**src/design/scm_pkg.sv**
```systemverilog
// package: register map, field layout and command codes of the sdram command-mode block
package scm_pkg;

	// ----------------------------------------
	// register map
	// ----------------------------------------
	localparam logic [7:0]  SCM_CTRL_OFFSET     = 8'h54;
	localparam logic [15:0] SCM_CTRL_RESET      = 16'h0000;
	localparam logic [15:0] SCM_CTRL_WRITE_MASK = 16'h0030;
	localparam logic [15:0] SCM_CTRL_READ_MASK  = 16'h01f0;
	localparam logic [15:0] SCM_UNMAPPED_DATA   = 16'h0000;

	// ----------------------------------------
	// field positions
	// ----------------------------------------
	localparam int SCM_MODE_LSB = 6;
	localparam int SCM_MODE_MSB = 8;
	localparam int SCM_CAS_BIT  = 4;
	localparam int SCM_RCO_BIT  = 5;

	// ----------------------------------------
	// command-mode codes
	// ----------------------------------------
	typedef enum logic [2:0] {
		SCM_NORMAL_MODE       = 3'h0,
		SCM_IDLE_COMMAND_MODE = 3'h1,
		SCM_PRECHARGE_ALL     = 3'h2,
		SCM_MODE_PROGRAM      = 3'h3,
		SCM_REFRESH_CYCLE     = 3'h4
	} scm_mode_type;

	// ----------------------------------------
	// sdram command encodings {ras_n, cas_n, we_n}
	// ----------------------------------------
	typedef enum logic [2:0] {
		SCM_CMD_ACTIVE    = 3'h3,
		SCM_CMD_READ      = 3'h5,
		SCM_CMD_WRITE     = 3'h4,
		SCM_CMD_PRECHARGE = 3'h2,
		SCM_CMD_REFRESH   = 3'h1,
		SCM_CMD_LOAD_MODE = 3'h0,
		SCM_CMD_NOP       = 3'h7
	} scm_cmd_type;

	// precharge-all is flagged by this address line
	localparam int         SCM_ALL_BANKS_BIT = 10;
	localparam logic [2:0] SCM_CMD_IDLE      = 3'h7;

endpackage

```
**src/design/scm_cmd_select.sv**
```systemverilog
// command translator: maps a processor dram cycle to one sdram command per the selected mode
`timescale 1ns/1ps

module scm_cmd_select
	import scm_pkg::*;
#(
	parameter int ADDR_W = 12
) (
	// mode
	input  wire logic [2:0]        mode_in,
	// normal-path command
	input  wire logic [2:0]        normal_cmd_in,
	input  wire logic [ADDR_W-1:0] normal_addr_in,
	// host-derived address
	input  wire logic [ADDR_W-1:0] host_addr_in,
	// translated command
	output logic      [2:0]        cmd_out,
	output logic      [ADDR_W-1:0] addr_out,
	output logic                   special_out
);

	// ----------------------------------------
	// translation
	// ----------------------------------------
	always_comb begin
		cmd_out     = normal_cmd_in;
		addr_out    = normal_addr_in;
		special_out = 1'b1;
		case (mode_in)
			SCM_IDLE_COMMAND_MODE: begin
				cmd_out  = SCM_CMD_NOP;
				addr_out = host_addr_in;
			end
			SCM_PRECHARGE_ALL: begin
				cmd_out  = SCM_CMD_PRECHARGE;
				addr_out = host_addr_in;
				addr_out[SCM_ALL_BANKS_BIT] = 1'b1;
			end
			SCM_MODE_PROGRAM: begin
				cmd_out  = SCM_CMD_LOAD_MODE;
				addr_out = host_addr_in;
			end
			SCM_REFRESH_CYCLE: begin
				cmd_out  = SCM_CMD_REFRESH;
				addr_out = host_addr_in;
			end
			default: begin
				// normal and reserved codes pass the ordinary access
				special_out = 1'b0;
			end
		endcase
	end

endmodule

```
**src/design/scm_sdram_command_mode.sv**
```systemverilog
// sdram command-mode selector: control register and command issue toward the memory interface
//
// Added by the designer: the plain strobed port.
`timescale 1ns/1ps

module scm_sdram_command_mode
	import scm_pkg::*;
#(
	parameter int ADDR_W = 12
) (
	// clock and reset
	input  wire logic              clk_in,
	input  wire logic              srst_in,
	// register port
	input  wire logic [7:0]        reg_addr_in,
	input  wire logic [15:0]       reg_wdata_in,
	input  wire logic              reg_wr_in,
	input  wire logic              reg_rd_in,
	output logic      [15:0]       reg_rdata_out,
	// processor dram cycle
	input  wire logic              cpu_dram_req_in,
	input  wire logic              cpu_dram_write_in,
	input  wire logic [ADDR_W-1:0] cpu_mem_addr_in,
	// memory interface
	output logic      [ADDR_W-1:0] memory_address_lines_out,
	output logic                   ras_n_out,
	output logic                   cas_n_out,
	output logic                   we_n_out,
	// status
	output logic      [2:0]        special_command_mode_field_out,
	output logic                   cas_latency_select_out,
	output logic                   special_cycle_out
);

	// ----------------------------------------
	// control register
	// ----------------------------------------
	logic [2:0]        mode_field;
	logic [15:0]       ctrl_low;
	logic [2:0]        sel_cmd;
	logic [ADDR_W-1:0] sel_addr;
	logic              sel_special;
	logic [2:0]        normal_cmd;

	function automatic logic ctrl_hit(input logic [7:0] a);
		ctrl_hit = (a == SCM_CTRL_OFFSET);
	endfunction

	always_ff @(posedge clk_in) begin
		if (srst_in) begin
			mode_field <= SCM_CTRL_RESET[SCM_MODE_MSB:SCM_MODE_LSB];
		end else if (reg_wr_in && ctrl_hit(reg_addr_in)) begin
			mode_field <= reg_wdata_in[SCM_MODE_MSB:SCM_MODE_LSB];
		end
	end

	// cas latency and ras-to-cas override bits kept beside the mode field
	always_ff @(posedge clk_in) begin
		if (srst_in) begin
			ctrl_low <= SCM_CTRL_RESET & SCM_CTRL_WRITE_MASK;
		end else if (reg_wr_in && ctrl_hit(reg_addr_in)) begin
			ctrl_low <= reg_wdata_in & SCM_CTRL_WRITE_MASK;
		end
	end

	// read data one cycle after the strobe, zero elsewhere
	always_ff @(posedge clk_in) begin
		if (srst_in) begin
			reg_rdata_out <= SCM_UNMAPPED_DATA;
		end else if (reg_rd_in && ctrl_hit(reg_addr_in)) begin
			reg_rdata_out <= {7'h00, mode_field, 6'h00} | ctrl_low;
		end else begin
			reg_rdata_out <= SCM_UNMAPPED_DATA;
		end
	end

	assign special_command_mode_field_out = mode_field;
	// zero selects latency three; mode programming drives the host address unchanged, without this bit on address line 4
	assign cas_latency_select_out = ctrl_low[SCM_CAS_BIT];

	// ----------------------------------------
	// command selection
	// ----------------------------------------
	always_comb begin
		normal_cmd = cpu_dram_write_in ? SCM_CMD_WRITE : SCM_CMD_READ;
	end

	scm_cmd_select #(
		.ADDR_W(ADDR_W)
	) u_sel (
		.mode_in        (mode_field),
		.normal_cmd_in  (normal_cmd),
		.normal_addr_in (cpu_mem_addr_in),
		.host_addr_in   (cpu_mem_addr_in),
		.cmd_out        (sel_cmd),
		.addr_out       (sel_addr),
		.special_out    (sel_special)
	);

	// ----------------------------------------
	// memory interface drive
	// ----------------------------------------
	always_ff @(posedge clk_in) begin
		if (srst_in) begin
			{ras_n_out, cas_n_out, we_n_out} <= SCM_CMD_IDLE;
			memory_address_lines_out         <= '0;
			special_cycle_out                <= 1'b0;
		end else if (cpu_dram_req_in) begin
			{ras_n_out, cas_n_out, we_n_out} <= sel_cmd;
			memory_address_lines_out         <= sel_addr;
			special_cycle_out                <= sel_special;
		end else begin
			{ras_n_out, cas_n_out, we_n_out} <= SCM_CMD_IDLE;
			special_cycle_out                <= 1'b0;
		end
	end

	// ----------------------------------------
	// checks
	// ----------------------------------------
	// command pins gathered for the checks below
	logic [2:0] issued_cmd;

	assign issued_cmd = {ras_n_out, cas_n_out, we_n_out};
endmodule

```
**config.mk**
```make
export PLATFORM = sky130hd
export DESIGN_NAME = scm_sdram_command_mode
export DESIGN_NICKNAME = d
export VERILOG_FILES = /design/src/design/scm_pkg.sv /design/src/design/scm_cmd_select.sv /design/src/design/scm_sdram_command_mode.sv
export SDC_FILE = /design/constraint.sdc
export NUM_CORES = 1
export LEC_CHECK = 0
export BUFFER_PORTS_ARGS = -buffer_cell sky130_fd_sc_hd__buf_2
export CORE_MARGIN = 3
export CORE_UTILIZATION = 30
export CTS_CLUSTER_DIAMETER = 50
export DETAILED_ROUTE_END_ITERATION = 10
export HOLD_SLACK_MARGIN = 0.1
export PLACE_DENSITY = 0.61
export SLEW_MARGIN = 40
export SYNTH_ARGS = -nofsm -noshare
export SYNTH_HDL_FRONTEND = slang
export SYNTH_SLANG_ARGS = --single-unit
```
**constraint.sdc**
```tcl
create_clock -name clk_in -period 1.34 [get_ports clk_in]
set_clock_uncertainty 0.15 [all_clocks]
set_input_delay 0.067 -clock clk_in [delete_from_list [all_inputs] [get_ports clk_in]]
set_output_delay 0.067 -clock clk_in [all_outputs]
set_load 0.01 [all_outputs]
```
[After elaboration in Yosys (flattened, before gate mapping)]
Index checks and enable logic that the tools add are counted.
Operators by class
  equality and inequality tests: 5
  shifts and indexed selects: 0
  bitwise logic cells: 3
  mux-type cells: 4
  add/subtract/negate cells: 0
  magnitude comparators: 0
  div/mod/pow operators: 0
  multiply operators: 0
  reduce and logical (&&, ||, !) cells: 5
Operator list (number)
  case mux 3 bit (4 select lines): 1
  two-way mux 11 bit: 1
  OR 9 x 6 -> 9 bit: 1
  equality test 8 x 7 -> 1 bit (second input constant): 1
  equality test 3 x 2 -> 1 bit (second input constant): 2
  OR reduction 2 bit: 2
  OR reduction 4 bit: 1
  equality test 3 x 1 -> 1 bit (second input constant): 1
  equality test 3 bit (second input constant): 1
  logical AND 1 bit: 2
  two-way mux 1 bit: 2
  NOT 1 bit: 2
Word-level totals
  latch bits: 0
  memory bits (read-only): 0
  output and inout bits: 36
  memory bits (writable): 0
  memories kept: 0
  bits in registers: 37
  input bits: 42

[Depth between registers and ports, before layout]
  depth after elaboration: 4
  mapped depth: 4
  gate-level depth less buffers: 3

[Hierarchy]
A second synthesis with hierarchy kept.
Unflattened totals
  cells, all modules: 128
  area, all modules: 1352.5 um^2
Modules (own cells, without submodules)
  scm_sdram_command_mode: sequential area each 520.5 um^2, cells an instance 97, area an instance 1053.5 um^2, instances 1
  scm_cmd_select: sequential area each 0.0 um^2, cells an instance 31, area an instance 299.0 um^2, instances 1

[Least setup slack after synthesis]
Ideal clock, no wire load.
  kind: input-to-reg
  start: input reg_addr_in[1]
  end: register ctrl_low[4]
  path slack: 0.036 ns
  stages on the path: 3
  data arrival time: 1.083 ns
  setup time: 0.072 ns
  path through: or4b_4 > nor3_4 > mux2i_1
Between the ends
  longest elaborated chain between the ends: 2
Ends and longest elaborated chain
  start, declared: line scm_sdram_command_mode.sv:15  | input wire logic [7:0] reg_addr_in,
  equality test 8 x 7 -> 1 bit: line scm_sdram_command_mode.sv:46  | ctrl_hit = (a == SCM_CTRL_OFFSET);
  logical AND 1 bit: line scm_sdram_command_mode.sv:61  | end else if (reg_wr_in && ctrl_hit(reg_addr_in)) begin
  end signal, assigned: line scm_sdram_command_mode.sv:60  | ctrl_low <= SCM_CTRL_RESET & SCM_CTRL_WRITE_MASK;
  end signal, assigned: line scm_sdram_command_mode.sv:62  | ctrl_low <= reg_wdata_in & SCM_CTRL_WRITE_MASK;
  end, declared: line scm_sdram_command_mode.sv:39  | logic [15:0] ctrl_low;
Every way passes these cells.
A chain may end at the register's enable or synchronous reset.

[Worst setup path after layout]
  start: input srst_in
  end: register ras_n_out
Between the ends
  longest elaborated chain between the ends: 1
Ends and longest elaborated chain
  start, declared: line scm_sdram_command_mode.sv:13  | input wire logic srst_in,
  OR reduction 2 bit (no line)
  end signal, assigned: line scm_sdram_command_mode.sv:109  | {ras_n_out, cas_n_out, we_n_out} <= sel_cmd;
  end, declared: line scm_sdram_command_mode.sv:26  | output logic ras_n_out,
Every way passes these cells.

==> flow_results.org <==
** Worst setup path
- Data on the critical path arrives at its endpoint at 1.36 ns.
- The worst setup path is captured at a flop.
- Peak per-stage delay on the critical path :: 0.53 ns
- The critical path goes through dlygate4sd3_1 -> buf_2 -> nor2b_1 -> and3_1 -> o21ai_1.
- Data required, critical path :: between 1 and 1.5 ns
- STA classifies the critical path startpoint as an input pin.
- Slowest stage cell on the critical path :: sky130_fd_sc_hd__dlygate4sd3_1
- Critical-path maximum fanout :: 24
- The critical path in this run is classified as input pin to flop.

** STA
- Unrepaired setup endpoints after global routing :: no
- Setup TNS :: 0 ns
- The final-report hold violation count was 0.
- Dividing the final minimum period by the clock period gives 96.2%.
- Timing would allow up to 776 MHz.
- Fin crit period :: 1.29 ns
- Setup violations remaining at the end of the flow were counted as 0.
- The count of final max-slew check failures is 0.

** Power and ir drop
- In this run switching power makes up 23.1% of total power.
- Combinational share of power :: 15.7%
- Per report_power, the clock group accounts for a little over a quarter of the total.
- Total net switching power :: 0.000327 W
- Static leakage :: approximately 0.81 nW
- The internal portion of the total power is 0.00109 W.
- IR analysis of the VDD net gives a maximum drop of roughly 0.00074 V.
- The share of total power dissipated in sequential elements is a little under three fifths.
- Dividing total power by cell area gives a power density of 861 mW/mm2.

** Synth
- After technology mapping, the gate count stands at approximately 110.
- The synthesized design contains 26 register bits.
- Fraction of registers with async set or reset after synthesis :: 0%
- Number of enable flip-flop cells after synthesis :: 0
- Count of yosys warnings during synthesis :: 0
- Among all flip-flop cells after synthesis, the most frequent one is sky130_fd_sc_hd__dfxtp_1.
- Avg Synthesized Cell Area :: 10.1 um2
- After synthesis, flip-flops and latches occupy 47.5% of the total area.
- Post-synth design cell area :: 0.00110 mm2
- The number of different library cells used by synthesis comes to 25.

** Floorplanning
- Core area :: 0.00342 mm2
- Chip width :: 66.4 um
- Row generation in the floorplan step produced 21 rows.
- Effective utilization at floorplan :: 32.1%
- For this design the top-level I/O count stands at 78.
- Die boundary height :: 66.4 um
- The floorplan step defined a die boundary enclosing 0.00441 mm2.

** Global route
- Entering global routing, the biggest net connects 25 pins.
- Global-route usage over all layers :: approximately 12%
- Overflow after GRT :: 0
- Vias in the first global route :: 919
- First-pass GRT wire length :: 3.79 mm
- Antenna violations before repair :: 0

** Cells and area
- Layout overhead on the synthesized area :: 50.0%
- After routing the design area is 0.00164 mm2.
- At the end of the flow, the number of nets in the layout was 229.
- Share of layout cells above drive strength 1 :: 36.6%
- Antenna diodes :: 0

** Min path
- The path class of the tightest hold or removal check is input pin to flop.

** Placement
- During placement, the flow inserted port buffers numbering 55.
- DP HPWL :: 1.91 mm
- Placed inst area :: approximately 0.0014 mm2
- Routability-driven placement congestion ratio :: ~0.67

** Clock tree
- The clock net in this run drives a total of 26 sinks.
- H-tree Lvls :: 1
- The number of hold buffers added after CTS was 22.
- Worst-Skew Late Latency :: 0.31 ns
- TritonCTS built the clock tree.
- Clock-pin slew was measured on the worst setup and hold paths at around 0.13 ns.
- Max Buffers Root-to-Sink :: 2
- Counting the buffers created by CTS gives 3.
- Clock tree synthesis selected as its root buffer the cell sky130_fd_sc_hd__clkbuf_4.

** Drt
- Routed WL :: 2.61 mm
- In the final routed layout, each cell accounts on average for 11.2 um.
- In this run, the number of DRC markers left after iteration 0 of detailed routing was 16.
- Vias per cell :: 4.15
- Post-DRT Antenna Nets :: 0
- After detailed routing, the number of remaining DRC violations is 0.
- Number of search-and-repair iterations in the first detailed-routing pass :: 3
- The routed layout has 962 vias.

** Run status
- The flow ran to the end, and the final reports show no timing, DRC or antenna violations.

** Flow run
- # Max-Cap Violations :: 0
worst max-delay path: cells and delay by family:
family                 cells  cell delay [ns]
buffers and inverters      2             0.79
AO/OA/AOI/OAI              1             0.07
AND/OR/NAND/NOR            2             0.43
registers in the layout, summed over array words and instances, names as in the netlist:
register                        flops
ras_n_out                           1
we_n_out                            1
cas_n_out                           1
ctrl_low                            2
memory_address_lines_out           12
reg_rdata_out                       5
special_cycle_out                   1
special_command_mode_field_out      3
synthesized netlist by cell type (all sizes together), types with 2 or more instances:
master | count | area (um2)
a21oi | 2 | 10.0
and2 | 5 | 31.3
buf | 12 | 87.6
clkbuf | 4 | 15.0
dfxtp | 26 | 521
inv | 2 | 7.50
mux2i | 16 | 160
nand2b | 11 | 68.8
nor2 | 13 | 48.8
nor2b | 2 | 12.5
o21ai | 4 | 20.0
stage by stage:
stage	utilization (%)	power [W]	worst slack [ns]	cells	hold WS (ns)
6_report	48.1	0.00142	0.0510	232	0.0293
5_1_grt	48.1	0.00149	0.0114	232	0.0237
4_1_cts	48.1	0.00144	0.0443	232	0.0209
3_5_place_dp	40.6	0.00100	-0.162	206	0.162
3_3_place_gp	40.6	0.000995	-0.105	206	0.151
2_1_floorplan	-	0.000941	0.0356	118	0.0419
final cells by class:
| cell class | count | area [um2] |
|---|---|---|
| sequential | 26 | 522 |
| inverter | 2 | 7.51 |
| multi-input combinational | 74 | 503 |
| tap | 46 | 57.6 |
| clock buffer | 4 | 36.3 |
| fill | 326 | 1770 |
| timing repair buffer | 80 | 518 |
power groups by stage:
stage | combinational [W] | clock [W] | sequential [W]
6_report | 0.000222 | 0.000385 | 0.000809
5_1_grt | 0.000242 | 0.000437 | 0.000812
4_1_cts | 0.000223 | 0.000405 | 0.000809
3_5_place_dp | 0.000174 | 0 | 0.000826
3_3_place_gp | 0.000170 | 0 | 0.000825
2_1_floorplan | 0.000104 | 0 | 0.000838
layout by cell type, fill, tap and decap left out, drive strengths merged, types with 2 or more instances in the layout:
cell and n:
mux2i 16, nor2 13, dfxtp 26, dlygate4sd3 22
and2 5, nor2b 2, a21oi 2, conb 11
buf 58, inv 2, clkbuf 4, nand2b 11
o21ai 4
worst paths after layout:
check,from,to,cells past startpoint,slack (ns)
worst min-delay path,reg_addr_in[0],special_command_mode_field_out[2]$_SDFFE_PP0P_,4,0.03
worst min register to register,ctrl_low[5]$_SDFFE_PP0P_,reg_rdata_out[5]$_SDFF_PP0_,1,0.33
worst max register to register,special_command_mode_field_out[2]$_SDFFE_PP0P_,ras_n_out$_SDFF_PP1_,3,0.14
worst max-delay path,srst_in,ras_n_out$_SDFF_PP1_,5,0.05
metal layers:
layer / up-vias / part of all wire, % / global-route usage (%)
li1: 485 / - / -
met1: 429 / 37 / 10.3
met2: 44 / 53 / 22.9
met3: 4 / 8.3 / 4.42
met4: 0 / 1.4 / 3.81
met5: - / 0 / 0
kinds of logic (layout without fill, tap and decap cells):
| logic type | Yosys count | after routing | share of synthesized area (%) |
|---|---|---|---|
| XOR/XNOR | 1 | 1 | 0.799 |
| flip-flops | 26 | 26 | 47.5 |
| other | 1 | 11 | 0.342 |
| AO/OA/AOI/OAI | 7 | 7 | 3.42 |
| AND/OR/NAND/NOR | 39 | 39 | 23.3 |
| buffers and inverters | 18 | 86 | 10.0 |
| multiplexers | 16 | 16 | 14.6 |
timing repair:
item	CTS	global route
resized for setup	0	1
hold endpoints to repair	25	10
endpoints found under the setup margin	0	1
setup buffers	0	0
Note: power is estimated with default switching activity, not from simulation.
